[src/include/pat_pkg.sv]
// Shared constants and types for the paged address translator
package pat_pkg;

  // Address layout: directory index, table index, byte offset
  localparam int VA_W = 32;
  localparam int PAGE_W = 20;
  localparam int OFF_W = 12;
  localparam int IDX_W = 10;
  localparam int DIR_IDX_HI = 31;
  localparam int DIR_IDX_LO = 22;
  localparam int TBL_IDX_HI = 21;
  localparam int TBL_IDX_LO = 12;
  localparam int ENT_SHIFT = 2;

  // Directory and table entry flag positions
  localparam int ENT_PRESENT = 0;
  localparam int ENT_RDWR = 1;
  localparam int ENT_USER = 2;
  localparam int ENT_ACCESSED = 5;
  localparam int ENT_DIRTY = 6;

  // Lookaside entries: one per map class
  localparam int NUM_MAPS = 2;
  localparam int MAP_SRC = 0;
  localparam int MAP_DST = 1;

  // Reset values
  localparam logic [PAGE_W-1:0] PAGE_RST = 20'h00000;
  localparam logic [VA_W-1:0] WORD_RST = 32'h00000000;
  localparam logic [OFF_W-1:0] OFF_ZERO = 12'h000;

  // Access request from the drawing engine
  typedef struct packed {
    logic [VA_W-1:0] addr;
    logic write;
    logic dst;
  } pat_req_t;

  // One lookaside entry
  typedef struct packed {
    logic valid;
    logic [PAGE_W-1:0] tag;
    logic [PAGE_W-1:0] page;
  } pat_tlb_t;

  // Translator sequencing
  typedef enum logic [2:0] {
    PAT_IDLE,
    PAT_LOOK,
    PAT_DIR_RD,
    PAT_DIR_WR,
    PAT_TBL_RD,
    PAT_TBL_WR,
    PAT_OUT,
    PAT_FAULT
  } pat_state_t;

endpackage

[src/hdl/pat_translator.sv]
// Paged linear-to-physical address translator with two-entry lookaside
module pat_translator (
  // Clock and reset
  input wire logic clk_in,
  input wire logic rst_in,
  // Control and configuration
  input wire logic xlate_en_in,
  input wire logic user_mode_in,
  input wire logic [pat_pkg::PAGE_W-1:0] dir_base_in,
  input wire logic dir_base_wr_in,
  input wire logic suspend_in,
  input wire logic fault_clear_in,
  // Engine request
  input wire logic req_valid_in,
  input wire pat_pkg::pat_req_t req_in,
  output logic req_ready_out,
  // Translated access to memory
  output logic pa_valid_out,
  output logic [pat_pkg::VA_W-1:0] pa_addr_out,
  output logic pa_write_out,
  input wire logic pa_ready_in,
  // Table walk port
  output logic walk_req_out,
  output logic walk_we_out,
  output logic [pat_pkg::VA_W-1:0] walk_addr_out,
  output logic [pat_pkg::VA_W-1:0] walk_wdata_out,
  input wire logic walk_ack_in,
  input wire logic [pat_pkg::VA_W-1:0] walk_rdata_in,
  // Fault status
  output logic fault_np_out,
  output logic fault_pv_out,
  output logic [pat_pkg::VA_W-1:0] fault_addr_out
);
  import pat_pkg::*;

  // Entry word address from a table base and a 10-bit index
  function automatic logic [VA_W-1:0] ent_addr(
    input logic [PAGE_W-1:0] base,
    input logic [IDX_W-1:0] idx
  );
    ent_addr = {base, idx, 2'h0};
  endfunction

  // User rights check on one entry; supervisor always passes
  function automatic logic allowed(
    input logic [VA_W-1:0] ent,
    input logic user,
    input logic wr
  );
    allowed = !user || (ent[ENT_USER] && (ent[ENT_RDWR] || !wr));
  endfunction

  pat_state_t state_q, state_d;
  pat_req_t req_q, req_d;
  pat_tlb_t tlb_q [NUM_MAPS];
  pat_tlb_t tlb_d [NUM_MAPS];
  logic xlate_q, xlate_d;
  logic user_q, user_d;
  logic [PAGE_W-1:0] dir_base_q, dir_base_d;
  logic [PAGE_W-1:0] pt_base_q, pt_base_d;
  logic [PAGE_W-1:0] page_q, page_d;
  logic [VA_W-1:0] pa_q, pa_d;
  logic walk_req_q, walk_req_d;
  logic walk_we_q, walk_we_d;
  logic [VA_W-1:0] walk_addr_q, walk_addr_d;
  logic [VA_W-1:0] walk_wdata_q, walk_wdata_d;
  logic fault_np_q, fault_np_d;
  logic fault_pv_q, fault_pv_d;
  logic [PAGE_W-1:0] cva_q, cva_d;

  // Request fields and lookaside decode
  wire req_take = req_valid_in && req_ready_out;
  wire sel = req_q.dst;
  wire [PAGE_W-1:0] va_page = req_q.addr[VA_W-1:OFF_W];
  wire [OFF_W-1:0] va_off = req_q.addr[OFF_W-1:0];
  wire [IDX_W-1:0] dir_idx = req_q.addr[DIR_IDX_HI:DIR_IDX_LO];
  wire [IDX_W-1:0] tbl_idx = req_q.addr[TBL_IDX_HI:TBL_IDX_LO];
  wire hit = tlb_q[sel].valid && (tlb_q[sel].tag == va_page);
  wire flush = dir_base_wr_in || suspend_in;

  // Entry checks on the word returned by the walk port
  wire ent_present = walk_rdata_in[ENT_PRESENT];
  wire ent_allowed = allowed(walk_rdata_in, user_q, req_q.write);
  wire [PAGE_W-1:0] ent_frame = walk_rdata_in[VA_W-1:OFF_W];
  wire [VA_W-1:0] acc_bit = VA_W'(1) << ENT_ACCESSED;
  wire [VA_W-1:0] dirty_bit = req_q.write ? (VA_W'(1) << ENT_DIRTY)
                                          : WORD_RST;

  // Handshake outputs follow the state directly
  assign req_ready_out = (state_q == PAT_IDLE);
  assign pa_valid_out = (state_q == PAT_OUT);
  assign pa_addr_out = pa_q;
  assign pa_write_out = req_q.write;
  assign walk_req_out = walk_req_q;
  assign walk_we_out = walk_we_q;
  assign walk_addr_out = walk_addr_q;
  assign walk_wdata_out = walk_wdata_q;
  assign fault_np_out = fault_np_q;
  assign fault_pv_out = fault_pv_q;
  assign fault_addr_out = {cva_q, OFF_ZERO};

  // Next-state and next-value logic
  always_comb begin
    state_d = state_q;
    req_d = req_q;
    tlb_d = tlb_q;
    xlate_d = xlate_q;
    user_d = user_q;
    dir_base_d = dir_base_q;
    pt_base_d = pt_base_q;
    page_d = page_q;
    pa_d = pa_q;
    walk_req_d = walk_req_q;
    walk_we_d = walk_we_q;
    walk_addr_d = walk_addr_q;
    walk_wdata_d = walk_wdata_q;
    fault_np_d = fault_np_q;
    fault_pv_d = fault_pv_q;
    cva_d = cva_q;
    if (dir_base_wr_in) begin
      dir_base_d = dir_base_in;
    end
    unique case (state_q)
      PAT_IDLE: begin
        if (req_take) begin
          req_d.addr = req_in.addr;
          req_d.write = req_in.write;
          // Writes only ever target the destination map
          req_d.dst = req_in.dst || req_in.write;
          xlate_d = xlate_en_in;
          user_d = user_mode_in;
          state_d = PAT_LOOK;
        end
      end
      PAT_LOOK: begin
        if (!xlate_q) begin
          pa_d = req_q.addr;
          state_d = PAT_OUT;
        end else if (hit) begin
          pa_d = {tlb_q[sel].page, va_off};
          state_d = PAT_OUT;
        end else begin
          // Miss: start at the directory base
          walk_req_d = 1'b1;
          walk_we_d = 1'b0;
          walk_addr_d = ent_addr(dir_base_q, dir_idx);
          state_d = PAT_DIR_RD;
        end
      end
      PAT_DIR_RD: begin
        if (walk_ack_in) begin
          walk_req_d = 1'b0;
          if (!ent_present) begin
            fault_np_d = 1'b1;
            cva_d = va_page;
            state_d = PAT_FAULT;
          end else if (!ent_allowed) begin
            fault_pv_d = 1'b1;
            cva_d = va_page;
            state_d = PAT_FAULT;
          end else begin
            // Mark the directory entry accessed before going on
            walk_req_d = 1'b1;
            walk_we_d = 1'b1;
            walk_wdata_d = walk_rdata_in | acc_bit;
            pt_base_d = ent_frame;
            state_d = PAT_DIR_WR;
          end
        end
      end
      PAT_DIR_WR: begin
        if (walk_ack_in) begin
          walk_we_d = 1'b0;
          walk_addr_d = ent_addr(pt_base_q, tbl_idx);
          state_d = PAT_TBL_RD;
        end
      end
      PAT_TBL_RD: begin
        if (walk_ack_in) begin
          walk_req_d = 1'b0;
          if (!ent_present) begin
            fault_np_d = 1'b1;
            cva_d = va_page;
            state_d = PAT_FAULT;
          end else if (!ent_allowed) begin
            fault_pv_d = 1'b1;
            cva_d = va_page;
            state_d = PAT_FAULT;
          end else begin
            walk_req_d = 1'b1;
            walk_we_d = 1'b1;
            walk_wdata_d = walk_rdata_in | acc_bit | dirty_bit;
            page_d = ent_frame;
            state_d = PAT_TBL_WR;
          end
        end
      end
      PAT_TBL_WR: begin
        if (walk_ack_in) begin
          walk_req_d = 1'b0;
          walk_we_d = 1'b0;
          tlb_d[sel].valid = 1'b1;
          tlb_d[sel].tag = va_page;
          tlb_d[sel].page = page_q;
          pa_d = {page_q, va_off};
          state_d = PAT_OUT;
        end
      end
      PAT_OUT: begin
        if (pa_ready_in) begin
          state_d = PAT_IDLE;
        end
      end
      PAT_FAULT: begin
        // Held here with no requests until software clears the fault
        if (fault_clear_in) begin
          fault_np_d = 1'b0;
          fault_pv_d = 1'b0;
          state_d = PAT_LOOK;
        end
      end
    endcase
    // Invalidation wins over a fill in the same cycle
    if (flush) begin
      for (int i = 0; i < NUM_MAPS; i++) begin
        tlb_d[i].valid = 1'b0;
      end
    end
  end

  // Lookaside storage
  always_ff @(posedge clk_in or posedge rst_in) begin
    if (rst_in) begin
      for (int i = 0; i < NUM_MAPS; i++) begin
        tlb_q[i] <= '{valid: 1'b0, tag: PAGE_RST, page: PAGE_RST};
      end
    end else begin
      tlb_q <= tlb_d;
    end
  end

  // Sequencer and walk registers
  always_ff @(posedge clk_in or posedge rst_in) begin
    if (rst_in) begin
      state_q <= PAT_IDLE;
      req_q <= '{addr: WORD_RST, write: 1'b0, dst: 1'b0};
      xlate_q <= 1'b0;
      user_q <= 1'b0;
      dir_base_q <= PAGE_RST;
      pt_base_q <= PAGE_RST;
      page_q <= PAGE_RST;
      pa_q <= WORD_RST;
    end else begin
      state_q <= state_d;
      req_q <= req_d;
      xlate_q <= xlate_d;
      user_q <= user_d;
      dir_base_q <= dir_base_d;
      pt_base_q <= pt_base_d;
      page_q <= page_d;
      pa_q <= pa_d;
    end
  end

  // Walk port and fault status
  always_ff @(posedge clk_in or posedge rst_in) begin
    if (rst_in) begin
      walk_req_q <= 1'b0;
      walk_we_q <= 1'b0;
      walk_addr_q <= WORD_RST;
      walk_wdata_q <= WORD_RST;
      fault_np_q <= 1'b0;
      fault_pv_q <= 1'b0;
      cva_q <= PAGE_RST;
    end else begin
      walk_req_q <= walk_req_d;
      walk_we_q <= walk_we_d;
      walk_addr_q <= walk_addr_d;
      walk_wdata_q <= walk_wdata_d;
      fault_np_q <= fault_np_d;
      fault_pv_q <= fault_pv_d;
      cva_q <= cva_d;
    end
  end

  // Checks on the translator's outputs and internal state
  chk_pass_through: assert property (
    @(posedge clk_in) disable iff (rst_in)
    (state_q == PAT_LOOK && !xlate_q) |=> pa_valid_out
      && pa_addr_out == $past(req_q.addr))
    else $error("untranslated address altered");

  chk_offset_kept: assert property (
    @(posedge clk_in) disable iff (rst_in)
    pa_valid_out |-> pa_addr_out[OFF_W-1:0] == req_q.addr[OFF_W-1:0])
    else $error("page offset not carried through");

  chk_dir_fetch: assert property (
    @(posedge clk_in) disable iff (rst_in)
    (state_q == PAT_DIR_RD && walk_req_out) |-> !walk_we_out
      && walk_addr_out == {dir_base_q, req_q.addr[31:22], 2'h0})
    else $error("directory entry address wrong");

  chk_base_flush: assert property (
    @(posedge clk_in) disable iff (rst_in)
    dir_base_wr_in |=> !tlb_q[0].valid && !tlb_q[1].valid)
    else $error("lookaside kept after base write");

  chk_suspend_flush: assert property (
    @(posedge clk_in) disable iff (rst_in)
    suspend_in |=> !tlb_q[0].valid && !tlb_q[1].valid)
    else $error("lookaside kept after suspend");

  chk_dirty_mark: assert property (
    @(posedge clk_in) disable iff (rst_in)
    (state_q == PAT_TBL_WR && walk_we_out && req_q.write)
      |-> walk_wdata_out[ENT_DIRTY])
    else $error("dirty flag not set on write walk");

  chk_accessed_mark: assert property (
    @(posedge clk_in) disable iff (rst_in)
    walk_we_out |-> walk_wdata_out[ENT_ACCESSED])
    else $error("accessed flag not set on write-back");

  chk_absent_fault: assert property (
    @(posedge clk_in) disable iff (rst_in)
    ((state_q == PAT_DIR_RD || state_q == PAT_TBL_RD) && walk_ack_in
      && !walk_rdata_in[ENT_PRESENT]) |=> fault_np_out
      && fault_addr_out[31:12] == $past(req_q.addr[31:12]))
    else $error("absent entry did not fault");

  chk_fault_stall: assert property (
    @(posedge clk_in) disable iff (rst_in)
    (fault_np_out || fault_pv_out) |-> !walk_req_out && !pa_valid_out)
    else $error("request issued while fault pending");

  chk_super_free: assert property (
    @(posedge clk_in) disable iff (rst_in)
    (state_q == PAT_DIR_RD && walk_ack_in && !user_q) |=> !fault_pv_out)
    else $error("supervisor access was checked");

  chk_fault_retry: assert property (
    @(posedge clk_in) disable iff (rst_in)
    (state_q == PAT_FAULT && fault_clear_in) |=> state_q == PAT_LOOK
      && !fault_np_out && !fault_pv_out)
    else $error("cleared fault not retried");

endmodule

[config.mk]
export PLATFORM = sky130hd
export DESIGN_NAME = pat_translator
export DESIGN_NICKNAME = d
export VERILOG_FILES = /design/src/include/pat_pkg.sv /design/src/hdl/pat_translator.sv
export SDC_FILE = /design/constraint.sdc
export NUM_CORES = 1
export LEC_CHECK = 0
export ABC_AREA = 0
export BUFFER_PORTS_ARGS = -buffer_cell sky130_fd_sc_hd__clkbuf_2
export CORE_MARGIN = 1.5
export CORE_UTILIZATION = 40
export CTS_BUF_LIST = sky130_fd_sc_hd__clkbuf_4
export DETAILED_ROUTE_END_ITERATION = 8
export GPL_TIMING_DRIVEN = 0
export PLACE_DENSITY = 0.65
export SYNTH_ARGS = -nofsm -noshare
export SYNTH_HDL_FRONTEND = slang
export SYNTH_SLANG_ARGS = --single-unit
[constraint.sdc]
create_clock -name clk_in -period 13.6 [get_ports clk_in]
set_clock_uncertainty 0.2 [all_clocks]
set_input_delay 1.36 -clock clk_in [delete_from_list [all_inputs] [get_ports clk_in]]
set_output_delay 1.36 -clock clk_in [all_outputs]
set_load 0.02 [all_outputs]
==> results by group, run 1 <==
Run status
  • Outcome: completed

CTS
  • Number of buffers on the longest clock path: 3
  • TritonCTS Buffers: 82
  • CTS clock-pin slew for the worst setup and hold paths: 60 ps
  • Clock net sink count: 299
  • H-Tree Depth: 3
  • Post-cts repair resize count: 0
  • Clock insertion delay at the later pin of the skew report: 730 ps
  • Root buffer selected by CTS: clkbuf_4
  • Clock tree from TritonCTS: yes
  • Cts-stage hold buffer count: 0
  • Postcts setup bufs: 0

Routing
  • TritonRoute pass-1 iters: 4
  • Routed wire per std cell: 18.11 um
  • Vias: 8433
  • Mean number of vias per cell: 4.906
  • Antenna-violating nets left: 0
  • DRC Markers: 0
  • Overall routed net length: 31.13 mm
  • 1st-iter DRT viols: 393

Floorplan
  • Total I/O pin count: 231
  • Floorplan die width: 183.4 um
  • Die area: 33630 um2
  • Site row count: 65
  • Vertical die dimension: 183.4 um
  • Core Area: 31800 um2
  • Initial core utilization: 40.93%

Worst setup path
  • Required @ worst endpoint: 12040 ps
  • Worst path most repeated cell: clkbuf_1
  • Ordered cell list for the critical path: clkbuf_1 > clkbuf_1 > nand2_1 > nor2_1 > clkbuf_2
  • Dominant delay contributor by cell family on the critical path: buffers and inverters
  • Critical path type: reg -> out
  • Critical path peak fanout: 10
  • CP endpoint kind: primary output
  • CP arrival: 2140 ps
  • Highest-delay cell along the critical path: clkbuf_1
  • Critical path launch point type: flip-flop
  • CP max stage delay: 380 ps
  • Number of buffers and inverters on the critical path: 3

Cells and area
  • Fill cell instance count of the final layout: 2868
  • Final-stage net count: 1325
  • Most common cell after layout, fill and taps aside: dfrtp_1
  • Area growth from synthesis to layout: 21.03%
  • Final Instance Count excl. Fillers: 1719
  • Most frequent cells in the layout: dfrtp_1 (299), mux2_2 (287), clkbuf_2 (216), clkbuf_4 (116), nand2_1 (56)
  • Fraction of layout instances using a drive strength above 1: 54.64%

Flow run
  • Max-capacitance violation count: 0

Yosys
  • YS warnings: 0
  • Unique masters post-synth: 47
  • Syn Area/Cell: 14.23 um2
  • Number of flops mapped to enable cells by yosys: 0
  • Number of synthesized register bits: 299
  • Summed instance area of the synthesized netlist: 13020 um2
  • Number of standard cells after synthesis: 915
  • Sequential-to-total area share from yosys stat: 57.48%
  • Asr flop ratio synth: 100.0%
  • Top FF cell, synth: dfrtp_1

Pwr
  • IR drop worst, VDD: 0.1178 mV
  • Net switching power of the design: 1.452 mW
  • Switching Fraction: 37.18%
  • Pwr Density: 247.9 nW/um2
  • Portion of total power attributed to the clock network: 20.2%
  • P_leak: 7.632 nW
  • Sum of internal, switching and leakage power: 3.905 mW
  • Relative contribution of sequential cells to total power: 40.4%
  • Cell Int Power: 2.453 mW
  • Part of the power in combinational logic: 39.4%

Timing
  • Min cycle time layout: 3697 ps
  • Max Slew Vio Count: 0
  • Final hold violation count: 0
  • Actual transition at the worst max-transition pin: 857.1 ps
  • Tightest slew margin relative to the limit: 42.86%
  • RSZ-0062 raised after global routing: no
  • Highest attainable clock frequency: 270.5 MHz
  • Period utilization: 27.19%
  • Setup TNS after final layout: 0 ps
  • Setup violation total in the final timing report: 0
  • Smallest setup slack after layout: 9903 ps

Place
  • Worst slack, placed: 9580 ps
  • Hpwl dp: 21.48 mm
  • Dpl cells: 1580
  • Count of input and output buffers: 215
  • GP Congestion: 0.8693

Global routing
  • Antenna violations before repair: 2
  • First-pass GRT wire length: 49.26 mm
  • Pin count of the biggest net entering global routing: 128
  • Combined global-route utilization of all metal layers: 18.96%
  • Global-route congestion overflow total: 0
  • Vias in the first global route: 8855

Hold path
  • Hold Path Class: reg -> reg
[logic make-up after synthesis]
group / count (synthesis) / share of synthesized area, %
AOI/OAI and AO/OA: 65 / 2.913
xor gates and xnor gates: 22 / 1.480
buffers and inverters: 72 / 3.038
DFF: 299 / 57.48
muxes: 359 / 31.52
other: 1 / 0.02881
and+or+nand+nor: 97 / 3.537
[worst paths after layout]
| path | startpoint | to | slack [ps] | cells after the start |
|---|---|---|---|---|
| max reg2reg | state_q[1]$_DFFE_PP0P_ | walk_wdata_out[12]$_DFFE_PP0P_ | 10550 | 7 |
| max in group asynchronous | rst_in | tlb_q[8]$_DFFE_PP0P_ | 11190 | 4 |
| max | state_q[1]$_DFFE_PP0P_ | pa_valid_out | 9900 | 5 |
| min reg2reg | walk_wdata_out[0]$_DFFE_PP0P_ | walk_wdata_out[0]$_DFFE_PP0P_ | 290 | 1 |
| min in group asynchronous | rst_in | pa_addr_out[23]$_DFFE_PP0P_ | 510 | 2 |
| min | walk_wdata_out[0]$_DFFE_PP0P_ | walk_wdata_out[0]$_DFFE_PP0P_ | 290 | 1 |
[sequential cells by signal, summed over array words and instances, names as in the netlist]
| register | flops |
|---|---|
| walk_addr_out | 30 |
| pt_base_q | 20 |
| pa_write_out | 1 |
| fault_pv_out | 1 |
| tlb_q | 82 |
| fault_np_out | 1 |
| xlate_q | 1 |
| pa_addr_out | 32 |
| dir_base_q | 20 |
| dir_idx | 10 |
| walk_req_out | 1 |
| sel | 1 |
| cva_q | 20 |
| walk_we_out | 1 |
| page_q | 20 |
| user_q | 1 |
| walk_wdata_out | 32 |
| req_q | 22 |
| state_q | 3 |
[cells in the mapped netlist (2+ instances only)]
| cell | instances | area, um2 |
|---|---|---|
| buf_4 | 14 | 105.1 |
| nor3_1 | 6 | 30.03 |
| buf_2 | 9 | 45.04 |
| or2_2 | 2 | 12.51 |
| nand4_1 | 2 | 12.51 |
| mux2i_1 | 42 | 420.4 |
| inv_1 | 5 | 18.77 |
| buf_6 | 8 | 90.09 |
| dfrtp_1 | 299 | 7482 |
| buf_1 | 13 | 48.80 |
| nand3_1 | 2 | 10.01 |
| nand2b_1 | 2 | 12.51 |
| nand2_1 | 56 | 210.2 |
| or3b_2 | 2 | 17.52 |
| nor2_1 | 9 | 33.78 |
| a21oi_1 | 3 | 15.01 |
| o21ai_0 | 47 | 235.2 |
| xnor2_1 | 18 | 157.7 |
| mux2_4 | 30 | 450.4 |
| a211o_1 | 2 | 17.52 |
| or4_1 | 2 | 15.01 |
| xor2_1 | 4 | 35.03 |
| clkbuf_1 | 22 | 82.58 |
| nor2b_1 | 4 | 25.02 |
| nor4_1 | 3 | 18.77 |
| and2_1 | 2 | 12.51 |
| mux2_2 | 287 | 3232 |
[area by class of cell]
cell class                 instances  area [um2]  area share [%]
clock buffer                     116       870.8           5.528
antenna                            3       7.507         0.04765
buffer                            67       376.6           2.391
timing repair buffer             217        1131           7.180
sequential                       299        7482           47.49
clock inverter                    20       127.6          0.8101
multi-input combinational        557        5187           32.93
inverter                           5       26.28          0.1668
tap                              435       544.3           3.455
[power groups by stage]
stage / sequential [mW] / clock (mW) / combinational [mW]
2_1_floorplan: 1.71 / 0 / 0.932
3_3_place_gp: 1.58 / 0 / 1.53
3_5_place_dp: 1.59 / 0 / 1.55
4_1_cts: 1.58 / 0.821 / 1.56
5_1_grt: 1.64 / 0.870 / 1.67
6_report: 1.58 / 0.787 / 1.54
[worst register-to-register path: stages (launching register included)]
cell and delay (ps):
dfrtp_1 360, clkbuf_1 230, nor2_1 270, nand3_1 100, or3b_2 540, nand2_1 430, buf_2 400, mux2_2 380
[metal layers]
layer	global-route usage [%]	share of wire [%]	up-vias
met2	29.58	47	275
met5	0	0	-
met4	6.295	1.9	0
met3	5.659	7.2	49
met1	25.25	44	4232
li1	-	-	3877
[stage by stage]
stage,utilization (%),instance area (um2),hold slack [ps]
final,49.54,15750,287.7
after global routing,49.53,15750,308.2
after CTS,49.52,15750,292.3
after detailed placement,46.38,14750,267.9
after global placement,46.18,14690,265.3
after floorplan,-,13070,274.1
No activity file was read; power rests on OpenSTA's default activity.
==> inputs of run 2 (changes only) <==
Clock period 13.6 ns to 3.5 ns, I/O delays scaled along.
==> run 2 against run 1 <==
  * Non-clock buffer count increased by 102
  * First-iteration DRC count decreased by 6.9%
  * Core utilization is 3.5 points higher
  * Die area is the same
  * Wire length grew 3.9%
  * Critical endpoint is now walk_wdata_out[20]$_DFFE_PP0P_
  * Largest power group unchanged
  * Highest routed layer unchanged
==> results by group, run 2 (synthesized netlist as in run 1, its figures left out) <==
Cells and area
  • Final-stage net count: 1430
  • Most frequent cells in the layout: dfrtp_1 (299), mux2_2 (287), clkbuf_2 (216), clkbuf_4 (126), dlygate4sd3_1 (96)
  • Final Instance Count excl. Fillers: 1823
  • Most common cell after layout, fill and taps aside: dfrtp_1
  • Fill cell instance count of the final layout: 2788
  • Area growth from synthesis to layout: 29.58%
  • Largest register by flop count: tlb_q
  • Post-layout utilization of the core: 53.04%
  • Max FFs per register: 82
  • Fraction of layout instances using a drive strength above 1: 51.55%

Place
  • GP Congestion: 0.8464
  • Hpwl dp: 21.95 mm
  • Worst slack, placed: 381.2 ps
  • Dpl cells: 1586
  • Count of input and output buffers: 215

Hold path
  • Hold Path Class: in -> reg

Worst setup path
  • Destination of the critical timing path: walk_wdata_out[20]$_DFFE_PP0P_
  • CP endpoint kind: flip-flop
  • Number of buffers and inverters on the critical path: 2
  • Required @ worst endpoint: 3870 ps
  • Reg2Reg Launch Point: state_q[1]$_DFFE_PP0P_
  • Critical path peak fanout: 10
  • Critical path type: reg -> reg
  • Capturing point of the worst reg2reg path: walk_wdata_out[20]$_DFFE_PP0P_
  • Ordered cell list for the critical path: clkbuf_1 > nor2_1 > nand3_1 > or3b_2 > nand2_1 > buf_2 > mux2_2
  • Setup slack on the worst flop-to-flop path: 460 ps
  • Critical path launch point type: flip-flop
  • Total number of cells along the worst setup path: 7
  • Dominant delay contributor by cell family on the critical path: simple AND/OR/NAND/NOR gates
  • CP max stage delay: 550 ps
  • Critical Path Source: state_q[1]$_DFFE_PP0P_
  • Depth of the worst register-to-register path: 7
  • CP arrival: 3400 ps
  • Highest-delay cell along the critical path: or3b_2

Run status
  • Outcome: completed

Timing
  • Highest attainable clock frequency: 329.4 MHz
  • Min cycle time layout: 3036 ps
  • Tightest slew margin relative to the limit: 43.55%
  • Max Slew Vio Count: 0
  • Period utilization: 86.73%
  • Setup TNS after final layout: 0 ps
  • Actual transition at the worst max-transition pin: 840.4 ps
  • Setup violation total in the final timing report: 0
  • Final hold violation count: 0
  • RSZ-0062 raised after global routing: no
  • Smallest setup slack after layout: 464.5 ps

Floorplan
  • Initial core utilization: 40.93%
  • Total I/O pin count: 231
  • Core Area: 31800 um2
  • Vertical die dimension: 183.4 um
  • Die area: 33630 um2
  • Site row count: 65
  • Floorplan die width: 183.4 um

Global routing
  • Vias in the first global route: 9376
  • Combined global-route utilization of all metal layers: 19.71%
  • First-pass GRT wire length: 51.38 mm
  • Global-route congestion overflow total: 0
  • Pin count of the biggest net entering global routing: 45
  • Antenna violations before repair: 2

Routing
  • Antenna-violating nets left: 0
  • 1st-iter DRT viols: 366
  • Vias: 8857
  • TritonRoute pass-1 iters: 6
  • Routed wire per std cell: 17.75 um
  • DRC Markers: 0
  • Overall routed net length: 32.35 mm
  • Mean number of vias per cell: 4.858

CTS
  • CTS clock-pin slew for the worst setup and hold paths: 60 ps
  • H-Tree Depth: 3
  • Root buffer selected by CTS: clkbuf_4
  • Clock insertion delay at the later pin of the skew report: 700 ps
  • Clock net sink count: 299
  • TritonCTS Buffers: 85
  • Clock tree from TritonCTS: yes
  • Number of buffers on the longest clock path: 3

Flow run
  • Max-capacitance violation count: 0

Pwr
  • Pwr Density: 914.3 nW/um2
  • P_leak: 8.104 nW
  • IR drop worst, VDD: 0.4798 mV
  • Sum of internal, switching and leakage power: 15.42 mW
==> run 2: cell count changes in the layout (fill, tap and decap cells not counted) <==
| cell | before | now |
|---|---|---|
| clkinv_4 | 3 | 2 |
| inv_2 | 1 | 0 |
| clkinv_1 | 11 | 5 |
| buf_16 | 2 | 1 |
| clkbuf_4 | 116 | 126 |
| buf_12 | 0 | 7 |
| clkinvlp_4 | 1 | 3 |
| dlygate4sd3_1 | 0 | 96 |
| clkinv_2 | 2 | 1 |
| inv_8 | 1 | 0 |
==> run 2: cell type report <==
cell class                      instances  area [um2]  share of cell area (%)
Timing Repair Buffer                  319        2205                   13.07
Inverter                                5       22.52                  0.1335
Clock buffer                          126       945.9                   5.608
Buffer                                 67       376.6                   2.233
Clock inverter                         12       95.09                  0.5638
Multi-Input combinational cell        557        5187                   30.76
Antenna cell                            3       7.507                 0.04451
Tap cell                              435       544.3                   3.227
Sequential cell                       299        7482                   44.36
==> run 2: layer usage <==
| layer | up-vias | track usage (%) | wire length [um] |
|---|---|---|---|
| li1 | 4111 | - | - |
| met1 | 4438 | 25.93 | 14410 |
| met2 | 249 | 31.73 | 15410 |
| met3 | 59 | 5.262 | 1834 |
| met4 | 0 | 6.230 | 698 |
| met5 | - | 0 | 0 |
==> run 2: power by group <==
part           switching, mW  total [mW]  internal, mW  leakage, nW
logic                   3.08        6.11          3.04         3.80
registers               1.15        6.14          4.99         3.68
clock network           1.46        3.16          1.71        0.619
total                   5.69        15.4          9.73         8.10
==> run 2: stage by stage <==
step,cell area (um2),hold WS [ps]
after global routing,16860,126.0
final,16870,124.5
after CTS,16860,69.14
after floorplan,13070,216.8
after detailed placement,14860,154.1
after global placement,14690,253.3
==> run 2: worst min-delay path by stage <==
| stage | start | to | slack, ps | cells past startpoint |
|---|---|---|---|---|
| after floorplan | suspend_in | tlb_q[40]$_DFFE_PP0P_ | 220 | 1 |
| after CTS | req_valid_in | state_q[0]$_DFFE_PP0P_ | 70 | 6 |
| final | req_valid_in | state_q[0]$_DFFE_PP0P_ | 120 | 6 |
| after detailed placement | rst_in | cva_q[14]$_DFFE_PP0P_ | 150 | 2 |
| after global placement | walk_wdata_out[5]$_DFFE_PP0P_ | walk_wdata_out[5]$_DFFE_PP0P_ | 250 | 1 |
| after global routing | req_valid_in | state_q[0]$_DFFE_PP0P_ | 130 | 6 |
==> run 2: worst min-delay path: stages <==
cell and delay [ps]:
clkbuf_2 90, nor3_1 130, a211o_1 120, a221oi_1 110, nand2_1 90, xnor2_1 70
==> run 2: what timing repair did <==
item,4_1_cts,5_1_grt
setup endpoints to repair,0,0
gates resized for setup,0,0
hold buffers,96,0
endpoints found under the hold margin,279,0
buffers inserted,0,0
